File: src/design/fdrc_pkg.sv
package fdrc_pkg;

  localparam int unsigned NCELL     = 8;
  localparam int unsigned RES_W     = 26;
  localparam int unsigned SHIFT_W   = 18;
  localparam int unsigned LOW_HALF  = 16;
  localparam int unsigned APB_AW    = 12;

  // Register byte offsets.
  localparam logic [11:0] OFS_CTRL   = 12'h000;
  localparam logic [11:0] OFS_STATUS = 12'h004;
  localparam logic [11:0] OFS_RESULT = 12'h008;
  localparam logic [11:0] OFS_OBUF   = 12'h00c;

  // CTRL field positions and reset value.
  localparam int unsigned CTRL_SOFT_RESET = 0;
  localparam int unsigned CTRL_SOFT_CLEAR = 1;
  localparam logic [1:0]  CTRL_RESET_VAL  = 2'h0;

  // STATUS field positions.
  localparam int unsigned ST_DECIM_LSB = 0;
  localparam int unsigned ST_CELL_LSB  = 2;
  localparam int unsigned ST_SHIFT_ADD_SELECT     = 5;
  localparam int unsigned ST_FRESET    = 6;

  localparam logic [1:0] DECIM_NONE = 2'h0;

  typedef logic [RES_W-1:0] fdrc_word_t;

  // Control pins, carried together through the synchroniser.
  typedef struct packed {
    logic [1:0] decimation_select;
    logic [2:0] cell_select;
    logic       shift_add_select;
    logic       filter_reset_n;
    logic       erase_n;
    logic       result_upper_enable_n;
    logic       result_lower_enable_n;
  } fdrc_ctl_t;

  localparam fdrc_ctl_t CTL_IDLE = '{2'h0, 3'h0, 1'b0, 1'b1, 1'b1, 1'b1, 1'b1};

endpackage

File: src/design/fdrc_top.sv
// Operation
// - Decimation code zero bypasses every decimation register in each cell.
// - Codes 01, 10, 11 insert one, two, three decimation registers per cell.
// - Coefficients advance every clock, or every second, third, fourth clock.
// - Decimation select is registered and acts one clock later.
// - A 26-bit three-state result bus shows a cell accumulator or output stage.
// - Shift-add select chooses cell accumulator or output stage adder result.
// - Low upper enable drives result bits 16 to 25, high floats them.
// - Low lower enable drives result bits 0 to 15, high floats them.
// - Cell select picks the cell read out or added into the output stage.
// - Cell select for readout and addition is registered, acting one clock later.
// - A held cell select keeps the first captured value, ignoring later updates.
// - Shift-add select activates output stage shift-and-add, one clock later.
// - Output stage adds selected accumulator to upper 18 buffer bits, or zero.
// - Low filter reset clears decimation and output stage registers, not accumulators, on the second clock.
// - Filter reset with accumulator clear also clears all cell accumulators.
// - Low accumulator clear clears only the addressed cell accumulator.
// - A single clear happens on the edge right after the clear request.
// - Reset plus clear together clear everything on the second clock.
`timescale 1ns/10ps
`default_nettype none

module fdrc_top
  (
    // Clock and reset.
    input  wire logic                               pclk,
    input  wire logic                               presetn,
    // APB slave.
    input  wire logic                               psel,
    input  wire logic                               penable,
    input  wire logic                               pwrite,
    input  wire logic [fdrc_pkg::APB_AW-1:0]        paddr,
    input  wire logic [31:0]                        pwdata,
    output logic      [31:0]                        prdata,
    output logic                                    pready,
    output logic                                    pslverr,
    // Control pins.
    input  wire fdrc_pkg::fdrc_ctl_t                ctl_pins,
    // Cell datapath.
    input  wire fdrc_pkg::fdrc_word_t [7:0]         cell_product,
    output logic      [2:0]                         decim_stages,
    output logic                                    coef_advance,
    // Result bus.
    output logic      [fdrc_pkg::RES_W-1:0]         result_bus_o,
    output logic                                    result_upper_oe,
    output logic                                    result_lower_oe
  );

  localparam int unsigned N = fdrc_pkg::NCELL;
  localparam int unsigned W = fdrc_pkg::RES_W;
  function automatic logic [7:0] onehot8(input logic [2:0] sel);
    onehot8 = 8'h01 << sel;
  endfunction
  fdrc_pkg::fdrc_ctl_t ctl_meta_ff;
  fdrc_pkg::fdrc_ctl_t ctl_s_ff;
  logic [1:0]          ctrl_ff;
  logic [1:0]          depth_ff;
  logic [1:0]          cnt_ff;
  logic [2:0]          cell_l_ff;
  logic [2:0]          cell_seen_ff;
  logic                first_ff;
  logic                shift_add_select_l_ff;
  logic                shift_add_select_p_ff;
  logic                freset_ff;
  logic                clear_all_ff;
  fdrc_pkg::fdrc_word_t [7:0] acc_ff;
  fdrc_pkg::fdrc_word_t hold_ff;
  fdrc_pkg::fdrc_word_t obuf_ff;
  logic [2:0]          decim_stages_ff;
  logic                coef_advance_ff;
  logic [W-1:0]        result_bus_ff;
  logic                upper_oe_ff;
  logic                lower_oe_ff;
  logic [31:0]         prdata_ff;
  logic                pready_ff;
  logic                pslverr_ff;

  logic                setup;
  logic                access;
  logic                new_addr;
  logic [7:0]          erase_hot;
  fdrc_pkg::fdrc_word_t sel_acc;
  fdrc_pkg::fdrc_word_t shift_term;
  fdrc_pkg::fdrc_word_t nxt_obuf;
  fdrc_pkg::fdrc_word_t nxt_result;
  logic [31:0]         nxt_prdata;
  logic                nxt_pslverr;

  // The pins come from outside this clock; the first stage is read only by the second.
  always_ff @(posedge pclk or negedge presetn)
  begin
    if (!presetn)
    begin
      ctl_meta_ff <= fdrc_pkg::CTL_IDLE;
      ctl_s_ff    <= fdrc_pkg::CTL_IDLE;
    end
    else
    begin
      ctl_meta_ff <= ctl_pins;
      ctl_s_ff    <= ctl_meta_ff;
    end
  end

  // Internal latching of reset and the combined clear, one clock behind the synchronised pins.
  always_ff @(posedge pclk or negedge presetn)
  begin
    if (!presetn)
    begin
      freset_ff    <= 1'b0;
      clear_all_ff <= 1'b0;
    end
    else
    begin
      freset_ff    <= ~ctl_s_ff.filter_reset_n | ctrl_ff[fdrc_pkg::CTRL_SOFT_RESET];
      clear_all_ff <= (~ctl_s_ff.filter_reset_n & ~ctl_s_ff.erase_n)
                      | ctrl_ff[fdrc_pkg::CTRL_SOFT_CLEAR];
    end
  end

  // Latched control inputs for readout and the output stage.
  always_ff @(posedge pclk or negedge presetn)
  begin
    if (!presetn)
    begin
      cell_l_ff  <= 3'h0;
      shift_add_select_l_ff <= 1'b0;
      shift_add_select_p_ff <= 1'b0;
    end
    else
    begin
      cell_l_ff  <= ctl_s_ff.cell_select;
      shift_add_select_l_ff <= ctl_s_ff.shift_add_select;
      shift_add_select_p_ff <= shift_add_select_l_ff;
    end
  end

  // Decimation depth and coefficient advance timing.
  always_ff @(posedge pclk or negedge presetn)
  begin
    if (!presetn)
    begin
      depth_ff        <= fdrc_pkg::DECIM_NONE;
      cnt_ff          <= 2'h0;
      decim_stages_ff <= 3'h0;
      coef_advance_ff <= 1'b0;
    end
    else if (freset_ff)
    begin
      depth_ff        <= fdrc_pkg::DECIM_NONE;
      cnt_ff          <= 2'h0;
      decim_stages_ff <= 3'h0;
      coef_advance_ff <= 1'b0;
    end
    else
    begin
      depth_ff        <= ctl_s_ff.decimation_select;
      decim_stages_ff <= 3'((4'h1 << depth_ff) - 4'h1);
      if (cnt_ff >= depth_ff)
      begin
        cnt_ff          <= 2'h0;
        coef_advance_ff <= 1'b1;
      end
      else
      begin
        cnt_ff          <= 2'(cnt_ff + 2'h1);
        coef_advance_ff <= 1'b0;
      end
    end
  end

  assign erase_hot = ctl_s_ff.erase_n ? 8'h00 : onehot8(ctl_s_ff.cell_select);

  // Cell accumulators; the filter reset alone leaves them untouched.
  genvar gi;
  generate
    for (gi = 0; gi < N; gi++)
    begin : g_acc
      always_ff @(posedge pclk or negedge presetn)
      begin
        if (!presetn)
          acc_ff[gi] <= '0;
        else if (clear_all_ff || erase_hot[gi])
          acc_ff[gi] <= '0;
        else
          acc_ff[gi] <= W'(acc_ff[gi] + cell_product[gi]);
      end
    end
  endgenerate

  assign sel_acc    = acc_ff[cell_l_ff];
  assign new_addr   = first_ff | (cell_l_ff != cell_seen_ff);
  // The buffer upper bits are shifted down arithmetically, so eight LSBs are dropped.
  assign shift_term = shift_add_select_l_ff ? W'({{8{obuf_ff[W-1]}}, obuf_ff[W-1:W-fdrc_pkg::SHIFT_W]}) : '0;
  assign nxt_obuf   = W'(sel_acc + shift_term);
  assign nxt_result = (!shift_add_select_l_ff && !shift_add_select_p_ff) ? hold_ff : obuf_ff;

  // Output stage and first-clock capture of the addressed accumulator.
  always_ff @(posedge pclk or negedge presetn)
  begin
    if (!presetn)
    begin
      cell_seen_ff  <= 3'h0;
      first_ff      <= 1'b1;
      hold_ff       <= '0;
      obuf_ff       <= '0;
      result_bus_ff <= '0;
    end
    else if (freset_ff)
    begin
      cell_seen_ff  <= 3'h0;
      first_ff      <= 1'b1;
      hold_ff       <= '0;
      obuf_ff       <= '0;
      result_bus_ff <= '0;
    end
    else
    begin
      cell_seen_ff  <= cell_l_ff;
      first_ff      <= 1'b0;
      if (new_addr)
        hold_ff <= sel_acc;
      obuf_ff       <= nxt_obuf;
      result_bus_ff <= nxt_result;
    end
  end

  // Half enables follow the synchronised pins; high on the pin floats that half.
  always_ff @(posedge pclk or negedge presetn)
  begin
    if (!presetn)
    begin
      upper_oe_ff <= 1'b0;
      lower_oe_ff <= 1'b0;
    end
    else
    begin
      upper_oe_ff <= ~ctl_s_ff.result_upper_enable_n;
      lower_oe_ff <= ~ctl_s_ff.result_lower_enable_n;
    end
  end

  // APB slave, zero wait states: the answer is prepared in the setup cycle.
  assign setup  = psel & ~penable;
  assign access = psel & penable & pready_ff;

  always_comb
  begin
    nxt_prdata  = 32'h0000_0000;
    nxt_pslverr = 1'b0;
    unique case (paddr)
      fdrc_pkg::OFS_CTRL:   nxt_prdata = {30'h0, ctrl_ff};
      fdrc_pkg::OFS_STATUS: nxt_prdata = {25'h0, freset_ff, shift_add_select_l_ff, cell_l_ff, depth_ff};
      fdrc_pkg::OFS_RESULT: nxt_prdata = {6'h0, result_bus_ff};
      fdrc_pkg::OFS_OBUF:   nxt_prdata = {6'h0, obuf_ff};
      default:              nxt_pslverr = 1'b1;
    endcase
  end

  always_ff @(posedge pclk or negedge presetn)
  begin
    if (!presetn)
    begin
      prdata_ff  <= 32'h0000_0000;
      pready_ff  <= 1'b0;
      pslverr_ff <= 1'b0;
    end
    else
    begin
      pready_ff  <= setup;
      pslverr_ff <= setup & nxt_pslverr;
      prdata_ff  <= (setup && !pwrite) ? nxt_prdata : 32'h0000_0000;
    end
  end

  always_ff @(posedge pclk or negedge presetn)
  begin
    if (!presetn)
      ctrl_ff <= fdrc_pkg::CTRL_RESET_VAL;
    else if (access && pwrite && paddr == fdrc_pkg::OFS_CTRL)
      ctrl_ff <= pwdata[1:0];
  end

  assign prdata          = prdata_ff;
  assign pready          = pready_ff;
  assign pslverr         = pslverr_ff;
  assign decim_stages    = decim_stages_ff;
  assign coef_advance    = coef_advance_ff;
  assign result_bus_o    = result_bus_ff;
  assign result_upper_oe = upper_oe_ff;
  assign result_lower_oe = lower_oe_ff;
endmodule

`default_nettype wire

File: config.mk
export PLATFORM = sky130hd
export DESIGN_NAME = fdrc_top
export DESIGN_NICKNAME = d
export VERILOG_FILES = /design/src/design/fdrc_pkg.sv /design/src/design/fdrc_top.sv
export SDC_FILE = /design/constraint.sdc
export NUM_CORES = 1
export LEC_CHECK = 0
export BUFFER_PORTS_ARGS = -buffer_cell sky130_fd_sc_hd__buf_4
export CORE_UTILIZATION = 25
export DETAILED_ROUTE_END_ITERATION = 8
export GPL_TIMING_DRIVEN = 0
export HOLD_SLACK_MARGIN = 0.15
export PLACE_DENSITY_LB_ADDON = 0.12
export SLEW_MARGIN = 20
export SYNTH_ARGS = -nofsm -noshare
export SYNTH_HDL_FRONTEND = slang
export SYNTH_SLANG_ARGS = --single-unit
File: constraint.sdc
create_clock -name pclk -period 4.55 [get_ports pclk]
set_input_delay 0.2275 -clock pclk [delete_from_list [all_inputs] [get_ports pclk]]
set_output_delay 0.2275 -clock pclk [all_outputs]
set_load 0.02 [all_outputs]
==> results.toml <==
[outcome]
status = "finished clean"

[detailed_routing]
wl_per_cell_um = 21.33
route.vias.total = 22020
ant_nets = 0
detail_route.iter0.violations = 1252
drt_first_pass_iters = 5
vias_per_cell = 4.893
total_wirelength_um = 96010
drcViolationCount = 0

[floorplanning]
initial_core_util_pct = 25.30
number_of_placement_rows = 115
dieArea_um2 = 101000
core_area_um2 = 98560
die_width_um = 317.8
i_o_pins = 333
die_h_um = 317.8

[timing]
grt_setup_unrepaired = "no"
final.setup_skew_ns = 0.02154
setup_viol = 0
period_needed_ns = 4.249
timing.fmax_mhz = 235.3
drv_slew = 0
max-slew-margin-rel_pct = 34.58
hold_viol_final = 0
tightestPinTransition_ns = 0.9768
period_share_pct = 93.39

[yosys]
number_of_warning_messages_in_the_yosys_log = 0
synth_area_leader_cell = "dfrtp_1"
postSynthAreaPerCell_um2 = 9.317
synth_top_area_share_pct = 34.93
synth-edff-count = 0
synth.cell_area_um2 = 24930
synth.distinct_cells = 75
ys.flop_type = "dfrtp_1"
postSynthRegisterBits = 357
asyncSetResetFlopFracSynth_pct = 100.0
syn_inst = 2676
seq_area_frac_synth_pct = 35.88
ys_top_cells_by_area = "dfrtp_1 35%, ha_1 11%, mux4_2 4.9%"

[place]
place.port_buffers = 296
gp_congestion = 0.9347
hpwl_um = 78190
numPlacedInstances = 4268
placed_cell_area_um2 = 28900

[power_and_ir_drop]
power.leakage_nw = 14.79
power_density_nw_per_um2 = 636.1
ir_drop_uv = 184.8
report.power.total_mw = 20.30

[setup_path]
worst_path_buffer_plus_inverter_count = 3
critical-path-slowest-cell = "mux4_2"
crit_top_cell = "nand4_1"
cp.arrival_ns = 4.69
crit_chain = "buf_2 -> buf_6 -> mux4_2 -> mux2i_2 -> inv_1 -> ha_1 -> a211oi_1 -> o21ai_1 -> a41oi_1 -> a22oi_1 -> nand4_1 -> nand4_1 -> xnor2_1 -> nor2_1"
worstPathRequired_ns = 4.99
worstSetupStartpointType = "flip-flop"
critical_path_peak_fanout = 10
timing.critical_path.to_type = "flip-flop"
setup.worst_path.class = "flip-flop to flip-flop"
slowest_delay_ns = 0.55
critical-path-top-delay-family = "compound AO/OA/AOI/OAI gates"

[clocking]
cts.sinks = 357
clk_transition_reported_paths_ns = 0.06
max-clock-path-buffers = 3
clk_latency_ns = 0.60
cts_buffers = 49
clock_tree.htree_level_count = 2
tritoncts_clock_tree = "built"
clockRootBuffer = "clkbuf_16"

[cells_and_area]
n_fill_cell = 10180
multi_input_area_um2 = 15180
antennaDiodeCount = 0
seqCellArea_um2 = 8946
final_cell_area_um2 = 31910
most-common-layout-cells = "347 x dfrtp_1, 304 x nor2_1, 303 x buf_4"
num-nets-final = 3679
syn2layout_area_growth_pct = 27.98
drive_above_1_share_pct = 15.96
finished_layout_cells = 4501
mostFrequentLayoutCell = "dfrtp_1"

[global_routing]
first_global_vias = 22550
globalRouteOverflowTotal = 0
largest_net_degree_at_the_start_of_global_routing = 88
wire_length_of_the_first_global_routing_pass_um = 142600
grt_antenna_before_repair = 11
grtUsageTotal_pct = 18.77

[min_path]
worst_hold_path_type = "input pin to flip-flop"

[flow_run]
max-cap-violations = 0
cells by family (layout without fill, tap and decap cells):
kind of cell | after synthesis | after routing | synth area share [%]
adder cells (fa/ha/maj) | 236 | 236 | 12.11
flip-flops | 357 | 357 | 35.88
XOR/XNOR | 175 | 175 | 6.147
AND/OR/NAND/NOR | 835 | 835 | 15.76
other | 1 | 6 | 0.01504
multiplexers | 95 | 95 | 6.684
buffers and inverters | 214 | 747 | 3.347
AO/OA/AOI/OAI | 763 | 763 | 20.05
synthesized netlist by cell type, types with 8 or more instances:
| master | number |
|---|---|
| a2111oi_0 | 8 |
| a211oi_1 | 22 |
| a21boi_0 | 9 |
| a21o_1 | 131 |
| a21oi_1 | 218 |
| a22oi_1 | 26 |
| a31oi_1 | 35 |
| and2_1 | 45 |
| and3_1 | 41 |
| clkbuf_1 | 93 |
| dfrtp_1 | 348 |
| dfstp_2 | 9 |
| fa_1 | 9 |
| ha_1 | 227 |
| inv_1 | 105 |
| mux2_2 | 32 |
| mux2i_1 | 9 |
| mux4_2 | 54 |
| nand2_1 | 176 |
| nand2b_1 | 25 |
| nand3_1 | 56 |
| nand4_1 | 29 |
| nor2_1 | 304 |
| nor2b_1 | 51 |
| nor3_1 | 58 |
| nor3b_1 | 10 |
| o211ai_1 | 20 |
| o21a_1 | 43 |
| o21ai_0 | 116 |
| o21bai_1 | 23 |
| o22ai_1 | 11 |
| o2bb2ai_1 | 25 |
| or3_1 | 11 |
| xnor2_1 | 108 |
| xor2_1 | 67 |
worst paths after layout:
kind	from	endpoint	slack [ns]	depth (start not counted)
worst max-delay path	cell_l_ff[0]	obuf_ff[25]	0.30	14
worst min-delay path	cell_product[150]	acc_ff[150]	0.18	4
max in group asynchronous	presetn	acc_ff[75]	3.02	5
worst max register to register	cell_l_ff[0]	obuf_ff[25]	0.30	14
worst min register to register	ctl_meta_ff[6]	ctl_s_ff[6]	0.35	0
min in group asynchronous	presetn	result_bus_o[21]	0.25	3
state kept, by name (all words and copies together), names as in the netlist, 2 cells and up:
signal,cells
acc_ff,208
cell_l_ff,3
cell_seen_ff,3
cnt_ff,2
ctl_meta_ff,10
ctl_s_ff,10
ctrl_ff,2
decim_stages,3
depth_ff,2
hold_ff,26
obuf_ff,26
prdata,26
result_bus_o,26
final cells by class:
type | count | share of cell area (%)
Inverter | 105 | 1.235
Timing Repair Buffer | 445 | 11.90
Multi-Input combinational cell | 2110 | 47.58
Sequential cell | 357 | 28.04
Clock buffer | 76 | 4.568
Clock inverter | 13 | 0.2235
Buffer | 108 | 1.408
Tap cell | 1287 | 5.047
repair_timing:
action | in CTS | in global routing
gates resized for setup | 7 | 4
setup buffers | 0 | 1
hold endpoints to repair | 329 | 0
endpoints found under the setup margin | 16 | 5
pin swaps | 0 | 1
hold buffers | 144 | 0
power by group:
part,internal (mW),switching (mW)
Sequential,4.32,1.25
Combinational,4.77,6.22
Clock,2.19,1.54
Total,11.3,9.02
worst register-to-register path, cell delays in order (launching register included):
cell and delay, ns:
dfrtp_1 0.32, buf_2 0.32, buf_6 0.28, mux4_2 0.56, mux2i_2 0.40, inv_1 0.10, ha_1 0.30, a211oi_1 0.30
o21ai_1 0.18, a41oi_1 0.50, a22oi_1 0.27, nand4_1 0.16, nand4_1 0.11, xnor2_1 0.24, nor2_1 0.08
per-stage QoR:
step	utilization, %	setup slack, ns	hold slack (ns)	setup TNS [ns]
2_1_floorplan	-	0.9993	-0.06809	0
3_3_place_gp	29.20	-0.7711	0.3387	-221.15
3_5_place_dp	29.32	-0.8288	0.1367	-5.548
4_1_cts	32.36	0.07307	0.1504	0
5_1_grt	32.37	0.05115	0.1972	0
6_report	32.37	0.3007	0.1833	0
metal layers:
metal / vias up / GRT usage [%] / wire length (um)
met5: - / 0 / 27
met3: 139 / 1.917 / 3749
met2: 570 / 29.16 / 42020
met4: 4 / 8.198 / 4481
met1: 10590 / 26.32 / 45730
li1: 10730 / - / -
(Power assumes the default switching activity.)
